--- src/common/fmbt_pkg.sv ---
package fmbt_pkg;
  // Clock and bit timing
  localparam int unsigned CLK_HZ      = 32'h05f5e100;
  localparam real         CLK_MHZ     = real'(CLK_HZ) / 1.0e6;
  localparam real         DP_KBAUD    = 93.75;
  localparam real         PA_KBAUD    = 31.25;
  localparam logic [11:0] DP_BIT_CYC  = 12'(int'(CLK_MHZ * 1000.0 / DP_KBAUD));
  localparam logic [11:0] PA_BIT_CYC  = 12'(int'(CLK_MHZ * 1000.0 / PA_KBAUD));
  localparam int unsigned T2_MIN_BAUD = 32'h0000b18a;
  localparam int unsigned T2_MAX_BAUD = 32'h00b71b00;
  localparam logic [11:0] T2_DIV_MIN  = 12'((CLK_HZ + T2_MAX_BAUD - 1) / T2_MAX_BAUD);
  localparam logic [11:0] T2_DIV_MAX  = 12'(CLK_HZ / T2_MIN_BAUD);
  // Bus timing figures in DP bit times
  localparam logic [15:0] SLOT_STD       = 16'h0fff;
  localparam logic [15:0] SLOT_BIG       = 16'h1c18;
  localparam logic [8:0]  SLOT_BIG_BYTES = 9'h0fd;
  localparam logic [19:0] SLOT_BYTE_MUL  = 20'h0000d;
  localparam logic [19:0] SLOT_TSDR_MUL  = 20'h00003;
  localparam logic [19:0] SLOT_MARGIN    = 20'h00276;
  localparam logic [17:0] IDLE1_ADD      = 18'h00023;
  // Watchdog figures in ms
  localparam logic [17:0] WD_MUL         = 18'h00003;
  localparam int unsigned WD_T2_S        = 5;
  localparam logic [17:0] WD_T2_MS       = 18'(WD_T2_S * 1000);
  localparam logic [7:0]  MANY_STATIONS  = 8'h20;
  // Control bit positions
  localparam int CTRL_EN     = 0;
  localparam int CTRL_AUTO   = 1;
  localparam int CTRL_T2     = 2;
  localparam int CTRL_WDEN   = 3;
  localparam int CTRL_PERSLV = 4;
  // Register byte offsets
  localparam logic [7:0] OFS_CTRL     = 8'h00;
  localparam logic [7:0] OFS_SLOT     = 8'h04;
  localparam logic [7:0] OFS_TSET     = 8'h08;
  localparam logic [7:0] OFS_TQUI     = 8'h0c;
  localparam logic [7:0] OFS_TSDR_MIN = 8'h10;
  localparam logic [7:0] OFS_TSDR_MAX = 8'h14;
  localparam logic [7:0] OFS_TID2     = 8'h18;
  localparam logic [7:0] OFS_IDLE1X   = 8'h1c;
  localparam logic [7:0] OFS_GAP      = 8'h20;
  localparam logic [7:0] OFS_PAYLOAD  = 8'h24;
  localparam logic [7:0] OFS_CYCLE    = 8'h28;
  localparam logic [7:0] OFS_WDOG     = 8'h2c;
  localparam logic [7:0] OFS_DELAY    = 8'h30;
  localparam logic [7:0] OFS_STATUS   = 8'h34;
  localparam logic [7:0] OFS_TIMING   = 8'h38;
  localparam logic [7:0] OFS_RATE     = 8'h3c;
  localparam logic [7:0] OFS_WDEFF    = 8'h40;
  localparam logic [7:0] OFS_DIV      = 8'h44;
  // Sequencer states, Gray along the telegram path
  typedef enum logic [2:0] {
    FMBT_IDLE  = 3'h0,
    FMBT_READY = 3'h1,
    FMBT_SEND  = 3'h3,
    FMBT_SLOT  = 3'h2,
    FMBT_GAP   = 3'h6
  } fmbt_state_t;
  // Port carriers
  typedef struct packed {
    logic        psel;
    logic        penable;
    logic        pwrite;
    logic [7:0]  paddr;
    logic [31:0] pwdata;
  } fmbt_apb_req_t;
  typedef struct packed {
    logic tx_req;
    logic tx_noack;
    logic tx_end;
    logic rx_reply;
    logic cycle_end;
    logic prm_sent;
  } fmbt_link_in_t;
  // Configuration registers
  typedef struct packed {
    logic [4:0]  ctrl;
    logic [15:0] slot;
    logic [15:0] tset;
    logic [15:0] tqui;
    logic [15:0] tsdr_min;
    logic [15:0] tsdr_max;
    logic [15:0] tid2;
    logic [15:0] idle1_extra;
    logic [7:0]  gap;
    logic [6:0]  hsa;
    logic [3:0]  retry;
    logic [7:0]  request_payload_bytes;
    logic [7:0]  response_payload_bytes;
    logic [7:0]  stations;
    logic [15:0] dp_ms;
    logic [15:0] field_ms;
    logic [15:0] wd_ms;
    logic [11:0] div;
  } fmbt_cfg_t;
  localparam fmbt_cfg_t CFG_RST = '{ctrl: 5'h00, slot: SLOT_STD, tset: 16'h0037,
    tqui: 16'h0000, tsdr_min: 16'h0016, tsdr_max: 16'h03e8, tid2: 16'h03e8,
    idle1_extra: 16'h0000, gap: 8'h0a, hsa: 7'h7e, retry: 4'h1,
    request_payload_bytes: 8'h00, response_payload_bytes: 8'h00, stations: 8'h00,
    dp_ms: 16'h0000, field_ms: 16'h0000, wd_ms: 16'h0000, div: DP_BIT_CYC};
endpackage

--- src/fmbt_top.sv ---
// The address map and the APB slave port were left to the implementer.
`timescale 1ns/100ps
module fmbt_top (
  // Clock, reset, enable
  input  wire logic                    CLK,
  input  wire logic                    RST,
  input  wire logic                    CE,
  // APB slave
  input  wire fmbt_pkg::fmbt_apb_req_t APB_REQ,
  output logic [31:0]                  PRDATA,
  output logic                         PREADY,
  output logic                         PSLVERR,
  // Link sequencing
  input  wire fmbt_pkg::fmbt_link_in_t LINK_IN,
  output logic                         TX_GO,
  output logic                         TX_RETRY,
  output logic                         STN_DEAD,
  output logic [6:0]                   POLL_ADDR,
  output logic                         BIT_TICK,
  // Parameterisation and watchdog
  output logic [17:0]                  PRM_WD_MS,
  output logic                         PRM_WD_EN,
  output logic                         DX_ALLOW
);

  typedef struct packed {
    fmbt_pkg::fmbt_cfg_t   cfg;
    fmbt_pkg::fmbt_state_t st;
    logic [17:0]           cnt;
    logic [11:0]           div_cnt;
    logic                  tick;
    logic [3:0]            retry_cnt;
    logic                  rpt;
    logic                  noack;
    logic [6:0]            poll;
    logic [15:0]           max_delay;
    logic                  dx;
    logic                  dead;
    logic                  go;
    logic [17:0]           wd_out;
    logic [31:0]           prdata;
    logic                  pslverr;
  } fmbt_regs_t;

  fmbt_regs_t r;
  fmbt_regs_t n;

  function automatic logic [17:0] max18(input logic [17:0] a, input logic [17:0] b);
    max18 = (a > b) ? a : b;
  endfunction

  // Derived timing values
  logic        type2;
  logic [11:0] div_eff;
  logic        rate_ok;
  logic        run;
  logic [8:0]  sum_b;
  logic [15:0] slot_eff;
  logic [19:0] slot_min;
  logic        slot_ok;
  logic [17:0] idle1;
  logic [17:0] idle2;
  logic        many;
  assign type2    = r.cfg.ctrl[fmbt_pkg::CTRL_T2];
  assign div_eff  = type2 ? r.cfg.div : fmbt_pkg::DP_BIT_CYC;
  assign rate_ok  = !type2 || (r.cfg.div >= fmbt_pkg::T2_DIV_MIN &&
                               r.cfg.div <= fmbt_pkg::T2_DIV_MAX);
  assign run      = r.cfg.ctrl[fmbt_pkg::CTRL_EN] && rate_ok;
  assign sum_b    = {1'b0, r.cfg.request_payload_bytes} +
                    {1'b0, r.cfg.response_payload_bytes};
  assign slot_eff = !r.cfg.ctrl[fmbt_pkg::CTRL_AUTO] ? r.cfg.slot :
                    (sum_b < fmbt_pkg::SLOT_BIG_BYTES) ? fmbt_pkg::SLOT_STD :
                    fmbt_pkg::SLOT_BIG;
  assign slot_min = 20'(sum_b) * fmbt_pkg::SLOT_BYTE_MUL +
                    20'(r.cfg.tsdr_min) * fmbt_pkg::SLOT_TSDR_MUL +
                    fmbt_pkg::SLOT_MARGIN;
  assign slot_ok  = 20'(slot_eff) > slot_min;
  assign idle1    = 18'({r.cfg.tset, 1'b0}) + 18'(r.cfg.tqui) + fmbt_pkg::IDLE1_ADD +
                    18'(r.cfg.idle1_extra);
  assign idle2    = (18'(r.cfg.tsdr_max) > idle1) ? 18'(r.cfg.tsdr_max) :
                    18'(r.cfg.tid2);
  assign many     = type2 && (r.cfg.stations >= fmbt_pkg::MANY_STATIONS);

  // Watchdog sizing
  logic [17:0] worst_case_delay;
  logic [17:0] wd_base;
  logic [17:0] wd_auto;
  logic [17:0] wd_eff;
  logic        wd_ok;
  assign worst_case_delay = 18'(r.cfg.dp_ms) + 18'(r.cfg.field_ms);
  assign wd_base = r.cfg.ctrl[fmbt_pkg::CTRL_PERSLV] ? worst_case_delay :
                   max18(worst_case_delay, 18'(r.max_delay));
  assign wd_auto = max18(18'(r.cfg.field_ms) * fmbt_pkg::WD_MUL,
                         wd_base + 18'h00001);
  assign wd_eff  = (r.cfg.wd_ms != 16'h0000) ? 18'(r.cfg.wd_ms) :
                   type2 ? fmbt_pkg::WD_T2_MS : wd_auto;
  assign wd_ok   = wd_eff > wd_base;

  // APB phase decode
  logic setup;
  logic access;
  assign setup  = APB_REQ.psel && !APB_REQ.penable;
  assign access = APB_REQ.psel && APB_REQ.penable;

  // Next-state logic
  always_comb begin
    n = r;
    n.go = 1'b0;
    n.dead = 1'b0;
    n.tick = 1'b0;
    // Bit-period divider
    if (run) begin
      if (r.div_cnt >= div_eff - 12'h001) begin
        n.div_cnt = 12'h000;
        n.tick = 1'b1;
      end else begin
        n.div_cnt = r.div_cnt + 12'h001;
      end
    end else begin
      n.div_cnt = 12'h000;
    end
    // Telegram sequencer
    case (r.st)
      fmbt_pkg::FMBT_IDLE: begin
        n.st = fmbt_pkg::FMBT_READY;
      end
      fmbt_pkg::FMBT_READY: begin
        if (LINK_IN.tx_req) begin
          n.go = 1'b1;
          n.noack = LINK_IN.tx_noack;
          n.st = fmbt_pkg::FMBT_SEND;
        end
      end
      fmbt_pkg::FMBT_SEND: begin
        if (LINK_IN.tx_end) begin
          if (r.noack) begin
            n.cnt = idle2;
            n.st = fmbt_pkg::FMBT_GAP;
          end else begin
            n.cnt = 18'(slot_eff);
            n.st = fmbt_pkg::FMBT_SLOT;
          end
        end
      end
      fmbt_pkg::FMBT_SLOT: begin
        if (LINK_IN.rx_reply) begin
          n.retry_cnt = 4'h0;
          n.rpt = 1'b0;
          n.cnt = idle1;
          n.st = fmbt_pkg::FMBT_GAP;
        end else if (r.cnt == 18'h00000) begin
          n.st = fmbt_pkg::FMBT_READY;
          if (r.retry_cnt < r.cfg.retry) begin
            n.retry_cnt = r.retry_cnt + 4'h1;
            n.rpt = 1'b1;
          end else begin
            n.dead = 1'b1;
            n.retry_cnt = 4'h0;
            n.rpt = 1'b0;
          end
        end else if (r.tick) begin
          n.cnt = r.cnt - 18'h00001;
        end
      end
      fmbt_pkg::FMBT_GAP: begin
        if (r.cnt == 18'h00000) begin
          n.st = fmbt_pkg::FMBT_READY;
        end else if (r.tick) begin
          n.cnt = r.cnt - 18'h00001;
        end
      end
      default: begin
        n.st = fmbt_pkg::FMBT_IDLE;
      end
    endcase
    // Poll address, one per bus cycle
    if (LINK_IN.cycle_end) begin
      n.poll = (r.poll >= r.cfg.hsa) ? 7'h00 : r.poll + 7'h01;
    end
    // Watchdog value and data-exchange gate
    n.wd_out = wd_eff;
    if (LINK_IN.prm_sent && wd_ok) begin
      n.dx = 1'b1;
    end
    if (!run) begin
      n.st = fmbt_pkg::FMBT_IDLE;
      n.retry_cnt = 4'h0;
      n.rpt = 1'b0;
      n.dx = 1'b0;
      n.go = 1'b0;
    end
    // APB read and decode in setup phase
    if (setup) begin
      n.pslverr = 1'b0;
      n.prdata = 32'h00000000;
      case (APB_REQ.paddr)
        fmbt_pkg::OFS_CTRL:     n.prdata = {27'h0, r.cfg.ctrl};
        fmbt_pkg::OFS_SLOT:     n.prdata = {16'h0, r.cfg.slot};
        fmbt_pkg::OFS_TSET:     n.prdata = {16'h0, r.cfg.tset};
        fmbt_pkg::OFS_TQUI:     n.prdata = {16'h0, r.cfg.tqui};
        fmbt_pkg::OFS_TSDR_MIN: n.prdata = {16'h0, r.cfg.tsdr_min};
        fmbt_pkg::OFS_TSDR_MAX: n.prdata = {16'h0, r.cfg.tsdr_max};
        fmbt_pkg::OFS_TID2:     n.prdata = {16'h0, r.cfg.tid2};
        fmbt_pkg::OFS_IDLE1X:   n.prdata = {16'h0, r.cfg.idle1_extra};
        fmbt_pkg::OFS_GAP:      n.prdata = {12'h0, r.cfg.retry, 1'b0, r.cfg.hsa, r.cfg.gap};
        fmbt_pkg::OFS_PAYLOAD:  n.prdata = {8'h0, r.cfg.stations,
                                            r.cfg.response_payload_bytes,
                                            r.cfg.request_payload_bytes};
        fmbt_pkg::OFS_CYCLE:    n.prdata = {r.cfg.field_ms, r.cfg.dp_ms};
        fmbt_pkg::OFS_WDOG:     n.prdata = {16'h0, r.cfg.wd_ms};
        fmbt_pkg::OFS_DELAY:    n.prdata = {16'h0, r.max_delay};
        fmbt_pkg::OFS_STATUS:   n.prdata = {19'h0, r.st, r.retry_cnt, r.rpt, r.dx,
                                            wd_ok, slot_ok, rate_ok, many};
        fmbt_pkg::OFS_TIMING:   n.prdata = {idle2[15:0], idle1[15:0]};
        fmbt_pkg::OFS_RATE:     n.prdata = {4'h0, fmbt_pkg::PA_BIT_CYC, 4'h0, div_eff};
        fmbt_pkg::OFS_WDEFF:    n.prdata = {14'h0, r.wd_out};
        fmbt_pkg::OFS_DIV:      n.prdata = {20'h0, r.cfg.div};
        default:                n.pslverr = 1'b1;
      endcase
    end
    // APB write at the access edge
    if (access && APB_REQ.pwrite && !r.pslverr) begin
      case (APB_REQ.paddr)
        fmbt_pkg::OFS_CTRL:     n.cfg.ctrl = APB_REQ.pwdata[4:0];
        fmbt_pkg::OFS_SLOT:     n.cfg.slot = APB_REQ.pwdata[15:0];
        fmbt_pkg::OFS_TSET:     n.cfg.tset = APB_REQ.pwdata[15:0];
        fmbt_pkg::OFS_TQUI:     n.cfg.tqui = APB_REQ.pwdata[15:0];
        fmbt_pkg::OFS_TSDR_MIN: n.cfg.tsdr_min = APB_REQ.pwdata[15:0];
        fmbt_pkg::OFS_TSDR_MAX: n.cfg.tsdr_max = APB_REQ.pwdata[15:0];
        fmbt_pkg::OFS_TID2:     n.cfg.tid2 = APB_REQ.pwdata[15:0];
        fmbt_pkg::OFS_IDLE1X:   n.cfg.idle1_extra = APB_REQ.pwdata[15:0];
        fmbt_pkg::OFS_GAP: begin
          n.cfg.gap = APB_REQ.pwdata[7:0];
          n.cfg.hsa = APB_REQ.pwdata[14:8];
          n.cfg.retry = APB_REQ.pwdata[19:16];
        end
        fmbt_pkg::OFS_PAYLOAD: begin
          n.cfg.request_payload_bytes = APB_REQ.pwdata[7:0];
          n.cfg.response_payload_bytes = APB_REQ.pwdata[15:8];
          n.cfg.stations = APB_REQ.pwdata[23:16];
        end
        fmbt_pkg::OFS_CYCLE: begin
          n.cfg.dp_ms = APB_REQ.pwdata[15:0];
          n.cfg.field_ms = APB_REQ.pwdata[31:16];
        end
        fmbt_pkg::OFS_WDOG:     n.cfg.wd_ms = APB_REQ.pwdata[15:0];
        fmbt_pkg::OFS_DELAY: begin
          n.max_delay = APB_REQ.pwdata[31] ? 16'h0000 :
                        16'(max18(18'(r.max_delay), 18'(APB_REQ.pwdata[15:0])));
        end
        fmbt_pkg::OFS_DIV:      n.cfg.div = APB_REQ.pwdata[11:0];
        default: begin
        end
      endcase
    end
    // Clock enable freezes everything
    if (!CE) begin
      n = r;
    end
  end

  // State register
  always_ff @(posedge CLK) begin
    if (RST) begin
      r <= '{cfg: fmbt_pkg::CFG_RST, st: fmbt_pkg::FMBT_IDLE, default: '0};
    end else begin
      r <= n;
    end
  end

  // Outputs
  assign PRDATA    = r.prdata;
  assign PREADY    = CE;
  assign PSLVERR   = access && r.pslverr;
  assign TX_GO     = r.go;
  assign TX_RETRY  = r.rpt;
  assign STN_DEAD  = r.dead;
  assign POLL_ADDR = r.poll;
  assign BIT_TICK  = r.tick;
  assign PRM_WD_MS = r.wd_out;
  assign PRM_WD_EN = r.cfg.ctrl[fmbt_pkg::CTRL_WDEN];
  assign DX_ALLOW  = r.dx;
endmodule

--- config.mk ---
export PLATFORM = sky130hd
export DESIGN_NAME = fmbt_top
export DESIGN_NICKNAME = d
export VERILOG_FILES = /design/src/common/fmbt_pkg.sv /design/src/fmbt_top.sv
export SDC_FILE = /design/constraint.sdc
export NUM_CORES = 1
export LEC_CHECK = 0
export BUFFER_PORTS_ARGS = -buffer_cell sky130_fd_sc_hd__buf_2
export CAP_MARGIN = 25
export CORE_MARGIN = 3
export CORE_UTILIZATION = 35
export DETAILED_ROUTE_END_ITERATION = 10
export HOLD_SLACK_MARGIN = 0.03
export PLACE_DENSITY = 0.52
export SLEW_MARGIN = 20
export SYNTH_ARGS = -nofsm -noshare
export SYNTH_HDL_FRONTEND = slang
export SYNTH_SLANG_ARGS = --single-unit
--- constraint.sdc ---
create_clock -name CLK -period 19.68 [get_ports CLK]
set_input_delay 3.936 -clock CLK [delete_from_list [all_inputs] [get_ports CLK]]
set_output_delay 3.936 -clock CLK [all_outputs]
set_load 0.02 [all_outputs]
==> summary.md, run 1 <==
The flow ran to the end, and the final reports show no timing, DRC or antenna violations. The global-route usage over all layers came out at 30.3%. The predominant post-synthesis flop cell is sky130_fd_sc_hd__dfxtp_1. Yosys printed 0 warnings. Summed over all instances, the cell type with the most area after synthesis is sky130_fd_sc_hd__dfxtp_1. The number of slew-limit violations in the final report was 0; the number of storage elements in the synthesis netlist was 337. The final route contains 24800 vias.

Setup violations remaining at the end of the flow were counted as 0. The tightest hold path in the finished design has a slack of 0.463 ns. The floorplan step set the die height to 272 µm.

Sorting the synthesized cells by how often they occur yields 514 x sky130_fd_sc_hd__nand2_1, 337 x sky130_fd_sc_hd__dfxtp_1, 324 x sky130_fd_sc_hd__a21oi_1. Yosys mapped the design onto 94 distinct sky130hd cell types. The final weighted congestion of routability-driven global placement was 1.03. Once placement finished, the instance area stood at 25800 µm². In the synthesized netlist, the number of instances is 3157. The run gives 0.60 ns as the source-to-sink clock delay at the later pin of the worst-skew pair. After floorplanning, the core was sized to cover 69400 µm². The source of the worst register-to-register timing path was r[145]. The count of flip-flops with a built-in enable after synthesis was 0.

For the worst setup path, the data arrival time is 10.98 ns. Number of global-route vias before repair: 23400. The area growth from synthesis to layout is 9.93%.

The slowest stage of the critical path belongs to the cell sky130_fd_sc_hd__mux2i_1. The tools report the maximum root-to-sink buffer count as 3. The most common cell type on the critical path was sky130_fd_sc_hd__ha_1. The floorplan step set the die width to 272 µm.

The power per cell area is 59.0 nW/µm². The final cell area excluding filler cells is 27300 µm². The worst register-to-register path has a setup slack of 9.13 ns. The run gives 337 as the clock net sink count. For the pin with the worst max-slew slack, the measured transition is 1.24 ns.

The worst setup path is captured at a flip-flop. The run gives 0 ns as the final total negative setup slack. In this run the remaining antenna-violating nets after routing total 0. For the area of the die, the log shows 74100 µm².

The sequential area share after synthesis was 27.2%; the buffering stage count on the worst path with inverters included was 4. For this block, the routed nets add up to 116000 µm of wire. After the last flow step, the layout net total stands at 3486. For hold timing, the worst endpoint is r[212]. The highest net fanout along the worst path was 27; the pin count of the biggest net entering global routing was 184.

The run gives 5 as the initial antenna violation count. For the upper clock frequency limit, the log shows 0.0948 GHz. The tools report the row count as 96. The dominant delay contributor by cell family on the critical path is compound AO/OA/AOI/OAI gates. For the final database, setup skew stands at 0.0285 ns.

By instance count, the leading cell after synthesis is sky130_fd_sc_hd__nand2_1. The critical path start-end classification is flip-flop to flip-flop. Clock slew at the register clock pins of the worst setup and hold paths: 0.07 ns.

After detailed routing, the number of remaining DRC violations is 0. Post-CTS repair changed the size of 0 cells. The static leakage is 0.0117 µW. For the iteration count of the initial detailed-routing pass, the log shows 8. The H-tree depth reported by CTS is 2. The path class of the tightest hold or removal check is flip-flop to flip-flop. Across the VDD grid, the largest voltage drop is 0.0550 mV. The number of cells on the worst reg-to-reg path is 44. The synthesized design devotes to its leading area cell type 27.2% of total area. The endpoint identified for the worst register-to-register timing path is DX_ALLOW. The startpoint type of the worst setup path is a flip-flop. Max-cap violations in this run came to 0. Clock tree synthesis selected as its root buffer the cell sky130_fd_sc_hd__clkbuf_16. The first global-routing pass estimated 165000 µm of wire.

The port buffer count is 116. When the netlist entered floorplanning its net count stood at 3514. Summed over all nets, the half-perimeter wirelength after detailed placement is 88500 µm.

Setup repair after global routing left no endpoint under its margin. 117 I/O pins were placed. The post-synthesis area per instance is 7.86 µm², and the global route total overflow is 0. The run gives 0 as the number of buffers inserted by post-CTS setup repair.

Along the worst hold path, the cell count comes to 2. Clock tree synthesis inserted a total of 42 buffers. The final hold violation count is 0.

After synthesis the cells add up to 24800 µm². The start point of the worst min-delay path was r[212]. After synthesis, the cell types taking the most area are sky130_fd_sc_hd__dfxtp_1 27%, sky130_fd_sc_hd__ha_1 13%, sky130_fd_sc_hd__nand2_1 7.8%, sky130_fd_sc_hd__a21oi_1 6.5%, sky130_fd_sc_hd__fa_1 3.6%.

In the final layout, the share of cells above drive strength 1 is 9.11%. TritonCTS built the clock tree. The highest cell delay on the worst timing path works out to 0.60 ns. In this run the tightest slew margin relative to its limit is 16.6%. The average wire per standard cell came out at 28.3 µm. In the routed layout, each cell is associated on average with a via count of 6.06.

The required time of the critical path is 20.10 ns, and the async set or reset register ratio after synthesis is 0%. The clock period could shrink to 10.55 ns. The DRC violation total after the first TritonRoute iteration is 3409.

In this run, post-CTS hold repair placed 0 buffers. After layout, the worst path uses 53.6% of the clock period. For this configuration, the core starts out at a cell density of 35.7%.
==> area by class of cell <==
cell class / instances / area (µm²)
well taps: 931 / 1160
fillers: 7244 / 42200
inverters: 190 / 713
diodes: 1 / 2.50
clock buffers: 58 / 1200
flip-flops and latches: 337 / 6750
multi-input cells: 2401 / 16300
repair buffers: 157 / 918
clock inverters: 17 / 215
==> worst max path at each step <==
stage | start | to | slack (ns) | cells after the start
after CTS | r[145] | DX_ALLOW | 9.29 | 44
after detailed placement | r[145] | DX_ALLOW | 9.33 | 44
after floorplan | r[145] | DX_ALLOW | 10.82 | 48
after global placement | r[145] | DX_ALLOW | 9.59 | 44
final | r[145] | DX_ALLOW | 9.13 | 44
after global routing | r[145] | DX_ALLOW | 8.25 | 44
==> sequential cells by signal (all words and copies together), names as in the netlist <==
register	count
DX_ALLOW	1
PRDATA	32
TX_GO	1
r	274
PRM_WD_MS	18
STN_DEAD	1
BIT_TICK	1
PRM_WD_EN	1
TX_RETRY	1
POLL_ADDR	7
==> worst register-to-register path: cells and delay by family, from the launching register on <==
family,cells,cell delay [ns]
simple gates,13,2.95
xor+xnor,1,0.18
mux,3,1.23
buf+inv,4,0.64
flops,1,0.43
fa+ha+maj,6,1.63
compound gates,17,3.31
==> power breakdown <==
group,total [µW],internal (µW),switching [µW]
Combinational,91.7,20.4,71.3
Clock,823,482,341
Sequential,693,687,6.33
==> cells in the final DEF (no fill, tap or decap), drive strengths merged, types with 12 or more instances in the layout <==
cell | netlist | layout
buf | 74 | 157
a211oi | 27 | 27
nand4 | 46 | 46
nor4b | 12 | 12
nor2 | 213 | 213
a222oi | 12 | 12
clkbuf | 155 | 58
o21bai | 15 | 15
nor2b | 24 | 24
nand2 | 514 | 514
or2 | 17 | 17
a211o | 12 | 12
ha | 260 | 260
a22o | 20 | 20
nand2b | 21 | 21
xnor2 | 58 | 58
o21ai | 124 | 124
o211a | 13 | 13
a22oi | 62 | 62
and3 | 30 | 30
nor4 | 28 | 28
fa | 45 | 45
a21o | 48 | 48
mux2i | 57 | 57
nor3 | 48 | 48
a221oi | 32 | 32
o211ai | 57 | 57
o21a | 25 | 25
nand3 | 62 | 62
inv | 189 | 194
a21oi | 325 | 325
dfxtp | 337 | 337
xor2 | 34 | 34
or3 | 16 | 16
==> per-layer routing <==
metal | part of all wire (%) | up-vias | global-route usage (%)
met5 | 0.092 | - | 0.921
met4 | 5.6 | 4 | 14.1
met3 | 12 | 310 | 8.54
met2 | 40 | 1544 | 43.8
met1 | 42 | 11800 | 41.4
li1 | - | 11200 | -
==> stage by stage <==
step	cells	setup WS (ns)	util, %	total power (µW)
4_1_cts	4091	9.29	39.3	1610
6_report	4092	9.13	39.3	1610
5_1_grt	4091	8.25	39.3	1640
3_3_place_gp	4015	9.59	37.2	795
3_5_place_dp	4016	9.33	37.2	796
2_1_floorplan	3157	10.82	-	756
==> logic make-up after synthesis <==
kind of cell             share of synthesized area [%]
XOR/XNOR                                          3.25
AND/OR/NAND/NOR                                   20.0
multiplexers                                      2.58
AO/OA/AOI/OAI                                     22.9
buffers and inverters                             7.32
flip-flops                                        27.2
adder cells (fa/ha/maj)                           16.7
Power figures use the tool's default switching activity.
==> inputs of run 2 (changes only) <==
--- a/config.mk
+++ b/config.mk
@@ -5,13 +5,14 @@
 export SDC_FILE = /design/constraint.sdc
 export NUM_CORES = 1
 export LEC_CHECK = 0
+export ABC_AREA = 1
 export BUFFER_PORTS_ARGS = -buffer_cell sky130_fd_sc_hd__buf_2
 export CAP_MARGIN = 25
 export CORE_MARGIN = 3
 export CORE_UTILIZATION = 35
 export DETAILED_ROUTE_END_ITERATION = 10
 export HOLD_SLACK_MARGIN = 0.03
-export PLACE_DENSITY = 0.52
+export PLACE_DENSITY = 0.54
 export SLEW_MARGIN = 20
 export SYNTH_ARGS = -nofsm -noshare
 export SYNTH_HDL_FRONTEND = slang
==> constraint.sdc (replaced) <==
create_clock -name CLK -period 8.9 [get_ports CLK]
set_input_delay 1.78 -clock CLK [delete_from_list [all_inputs] [get_ports CLK]]
set_output_delay 1.78 -clock CLK [all_outputs]
set_load 0.02 [all_outputs]
==> run 2 against run 1 <==
Effect of this change:
- global-route usage is 1.4 points lower
- sequential share of layout area is 0.33 points higher
- highest routed layer unchanged
- power is 130% higher
==> summary.md, run 2 <==
The overall routed net length is 107000 µm (was 116000 µm). The total number of nets in the final design was 3700 (was 3486); the clock net sink count was 337 (unchanged). The number of max-cap violations was 0 (unchanged); the pin count of the biggest net entering global routing was 133 (was 184).

The height of the chip is 269 µm (was 272 µm), and the final hold violation count is 0 (unchanged). The number of slew-limit violations in the final report was 0 (unchanged); the power per cell area was 138 nW/µm² (was 59.0 nW/µm²). The final total negative setup slack was 0 ns (unchanged); the maximum root-to-sink buffer count was 3 (unchanged). The starting density of the core was 35.6% (was 35.7%); the via total after detailed routing was 24200 (was 24800). Share of synthesized area spent on multiplexers: 0.0467% (was 2.58%). For the global-route usage over all layers, the log shows 28.9% (was 30.3%). The critical path start-end classification is flip-flop to flip-flop (unchanged).

The fraction of the cycle the final worst path needs works out to 92.0% (was 53.6%). The sequential cell area is 6750 µm² (about the same). The source of the worst register-to-register timing path was r[145] (unchanged).

The async set or reset register ratio after synthesis was 0% (unchanged); the number of cells in the design after placement was 4164 (was 4016). The area share of the leading cell type in the synthesized netlist is 28.0% (was 27.2%), and the proportion of layout cells with a drive suffix above 1 is 9.03% (was 9.11%). The static leakage came out at 0.0126 µW (was 0.0117 µW).

The critical path data arrival time was 8.70 ns (was 10.98 ns). The port buffer count is 116 (unchanged), and the post-detailed-route count of antenna-violating nets is 0 (unchanged). The HPWL after detailed placement is 82800 µm (was 88500 µm). The post-synthesis area per instance was 7.25 µm² (was 7.86 µm²); the area of the die was 72100 µm² (was 74100 µm²).

The post-layout instance count excluding filler cells came out at 4252 (was 4092). The largest register by flop count was r (unchanged). For the worst slew slack as a fraction of its limit, the log shows 30.8% (was 16.6%). The sequential area share after synthesis is 28.0% (was 27.2%).

The clock slew at the register clock pins of the worst setup and hold paths was 0.06 ns (was 0.07 ns); the post-route minimum period was 8.19 ns (was 10.55 ns). The most common cell type on the critical path was sky130_fd_sc_hd__nand2_1 (was sky130_fd_sc_hd__ha_1). The final weighted congestion of routability-driven global placement was 0.982 (was 1.03); the synthesis-to-finish area growth was 11.6% (was 9.93%). Setup repair after global routing left no endpoint under its margin. Most frequent cells in the layout: 537 x sky130_fd_sc_hd__nand2_1, 388 x sky130_fd_sc_hd__inv_1, 379 x sky130_fd_sc_hd__a21oi_1 (was 514 x sky130_fd_sc_hd__nand2_1, 337 x sky130_fd_sc_hd__dfxtp_1, 323 x sky130_fd_sc_hd__a21oi_1).

The capturing element type of the critical path was a flip-flop (unchanged). The flip-flop count of the largest register, all copies and words added works out to 274 (unchanged). The flow ran to the end, and the final reports show no timing, DRC or antenna violations. The width of the chip is 269 µm (was 272 µm), and the initial antenna violation count is 4 (was 5).

For the net count after synthesis, the log shows 3683 (was 3514). The run gives 0.71 ns (was 9.13 ns) as the minimum setup slack among reg-to-reg paths. The highest cell delay on the worst timing path was 0.41 ns (was 0.60 ns). The tools report the root buffer cell as sky130_fd_sc_hd__clkbuf_16 (unchanged). The tools report the start point of the worst min-delay path as PRDATA[0] (was r[212]).

The placeable core region came out at 67800 µm² (was 69400 µm²). The required time of the critical path was 9.42 ns (was 20.10 ns). The sum of internal, switching and leakage power came out at 3710 µW (was 1610 µW). The detailed-route vias per instance is 5.69 (was 6.06). TritonCTS built the clock tree. The synthesized instance count is 3326 (was 3157), and the worst-case reg-to-reg path depth is 57 (was 44). Largest family of logic cells by synthesized area: compound AO/OA/AOI/OAI gates (unchanged). Most frequent cells after synthesis: 538 x sky130_fd_sc_hd__nand2_1, 390 x sky130_fd_sc_hd__inv_1, 380 x sky130_fd_sc_hd__a21oi_1 (was 514 x sky130_fd_sc_hd__nand2_1, 337 x sky130_fd_sc_hd__dfxtp_1, 324 x sky130_fd_sc_hd__a21oi_1). The H-tree depth reported by CTS was 2 (unchanged); the combined area of the multi-input logic cells was 14900 µm² (was 16300 µm²). Worst hold path cell count: 2 (unchanged).

For the iteration count of the initial detailed-routing pass, the log shows 6 (was 8). The clock skew came out at 0.0281 ns (was 0.0285 ns). Largest cells by area after synthesis: sky130_fd_sc_hd__dfxtp_1 28%, sky130_fd_sc_hd__ha_1 13%, sky130_fd_sc_hd__nand2_1 8.4%, sky130_fd_sc_hd__a21oi_1 7.9%, sky130_fd_sc_hd__o21ai_0 7.1% (was sky130_fd_sc_hd__dfxtp_1 27%, sky130_fd_sc_hd__ha_1 13%, sky130_fd_sc_hd__nand2_1 7.8%, sky130_fd_sc_hd__a21oi_1 6.5%, sky130_fd_sc_hd__fa_1 3.6%). The count of flip-flops with a built-in enable after synthesis was 0 (unchanged). The predominant post-synthesis flop cell was sky130_fd_sc_hd__dfxtp_1 (unchanged). The xor and xnor area share after synthesis is 3.19% (was 3.25%), and the transition time at the pin with the least slew margin is 1.03 ns (was 1.24 ns). The maximum resistive drop on vdd is 0.109 mV (was 0.0550 mV), and the global route total overflow is 0 (unchanged). The most common library cell in the layout ignoring fill and taps is sky130_fd_sc_hd__nand2_1 (unchanged). The run gives 22000 (was 23400) as the number of global-route vias before repair. The number of storage elements in the synthesis netlist came out at 337 (unchanged). The final count of negative-setup-slack endpoints was 0 (unchanged); the number of buffers created by CTS was 43 (was 42). The slowest cell on the critical path was sky130_fd_sc_hd__fa_1 (was sky130_fd_sc_hd__mux2i_1).

For the source-to-sink clock delay at the later pin of the worst-skew pair, the log shows 0.60 ns (about the same). The synthesis warning total is 0 (unchanged), and the highest net fanout along the worst path is 18 (was 27). Post-synthesis instance area: 24100 µm² (was 24800 µm²). Row count: 95 (was 96).

The tools report the end of the worst register-to-register path as PRDATA[3] (was DX_ALLOW). The average wire per standard cell came out at 25.1 µm (was 28.3 µm). The terminating pin of the worst hold path is PRDATA[0] (was r[212]). The DRC violation total after the first TritonRoute iteration was 3211 (was 3409). Total of fill cells in the finished design: 7139 (was 7244). The logs give 61 (was 94) for the number of distinct library cells after synthesis and 153000 µm (was 165000 µm) for the wire length of the first global-routing pass.

The library cell with the largest summed area after synthesis was sky130_fd_sc_hd__dfxtp_1 (unchanged). The tools report the number of top-level design ports as 117 (unchanged). The tools report the startpoint type of the worst setup path as a flip-flop (unchanged). Worst hold-check path type: flip-flop to flip-flop (unchanged). Upper clock frequency limit: 0.122 GHz (was 0.0948 GHz). The synthesized-area fraction occupied by adder cells is 17.2% (was 16.7%).

The post-synthesis share of cell area spent on and, or, nand and nor gates was 17.2% (was 20.0%). The timing startpoint of the critical path is r[145] (unchanged). The final routed DRC violation total is 0 (unchanged), and the area fraction in compound gates after synthesis is 23.9% (was 22.9%).

The leading cell type by number of instances after synthesis was sky130_fd_sc_hd__nand2_1 (unchanged).
## run 2: worst max-delay path by stage
stage / end / cells past startpoint
global placement: PRDATA[3] / 54
floorplan: PRDATA[3] / 56
detailed placement: PRDATA[3] / 54
finish: PRDATA[3] / 57
global route: PRDATA[3] / 58
CTS: PRDATA[3] / 54
## run 2: critical path, delay by kind of cell (launching register included)
kind,cells,cell delay (ns)
and+or+nand+nor,33,3.68
adders and majority gates,6,1.68
AOI/OAI and AO/OA,12,1.60
buffers and inverters,5,0.53
DFF,1,0.37
xor gates and xnor gates,1,0.24
## run 2: where the power goes
part	internal [µW]	switching (µW)	leakage, µW	total (µW)
combinational	43.1	147	0.00905	190
clock	1220	775	0.000783	2000
sequential	1510	10.1	0.00272	1520
total	2780	932	0.0126	3710
## run 2: metal layers
metal  vias to the layer above  routed length [µm]  share of wire [%]  GRT usage [%]
li1                      11400                   -                  -              -
met2                      1340               42800                 40           41.6
met1                     11300               47400                 44           41.7
met4                         2                4440                4.2           10.3
met5                         -                  13              0.012              0
met3                       232               11900                 11           7.01
## run 2: logic make-up after synthesis
family | after synthesis
multiplexers | 1
AO/OA/AOI/OAI | 1002
AND/OR/NAND/NOR | 982
buffers and inverters | 612
XOR/XNOR | 87
flip-flops | 337
adder cells (fa/ha/maj) | 305
## run 2: layout make-up
class                      instances  share of cell area [%]
multi-input combinational       2377                    55.4
sequential                       337                    25.1
inverter                         413                    5.79
clock buffer                      62                    4.83
tap                              873                    4.06
timing repair buffer             171                    3.78
clock inverter                    17                    1.07
antenna                            2                  0.0186
## run 2: per-stage QoR
stage / hold WS [ns] / util [%] / setup WS [ns] / instance area, µm²
final: 0.461 / 39.7 / 0.713 / 26900
after global routing: 0.480 / 39.7 / 0.00586 / 26900
after CTS: 0.459 / 39.6 / 0.530 / 26800
after detailed placement: 0.451 / 37.2 / 0.550 / 25200
after global placement: 0.449 / 37.2 / 0.726 / 25200
after floorplan: 0.430 / - / 1.72 / 24100
## run 2: timing repair
action | 4_1_cts | 5_1_grt
hold buffers | 0 | 0
gates resized for setup | 0 | 8
buffers inserted | 0 | 6
endpoints found under the setup margin | 0 | 2
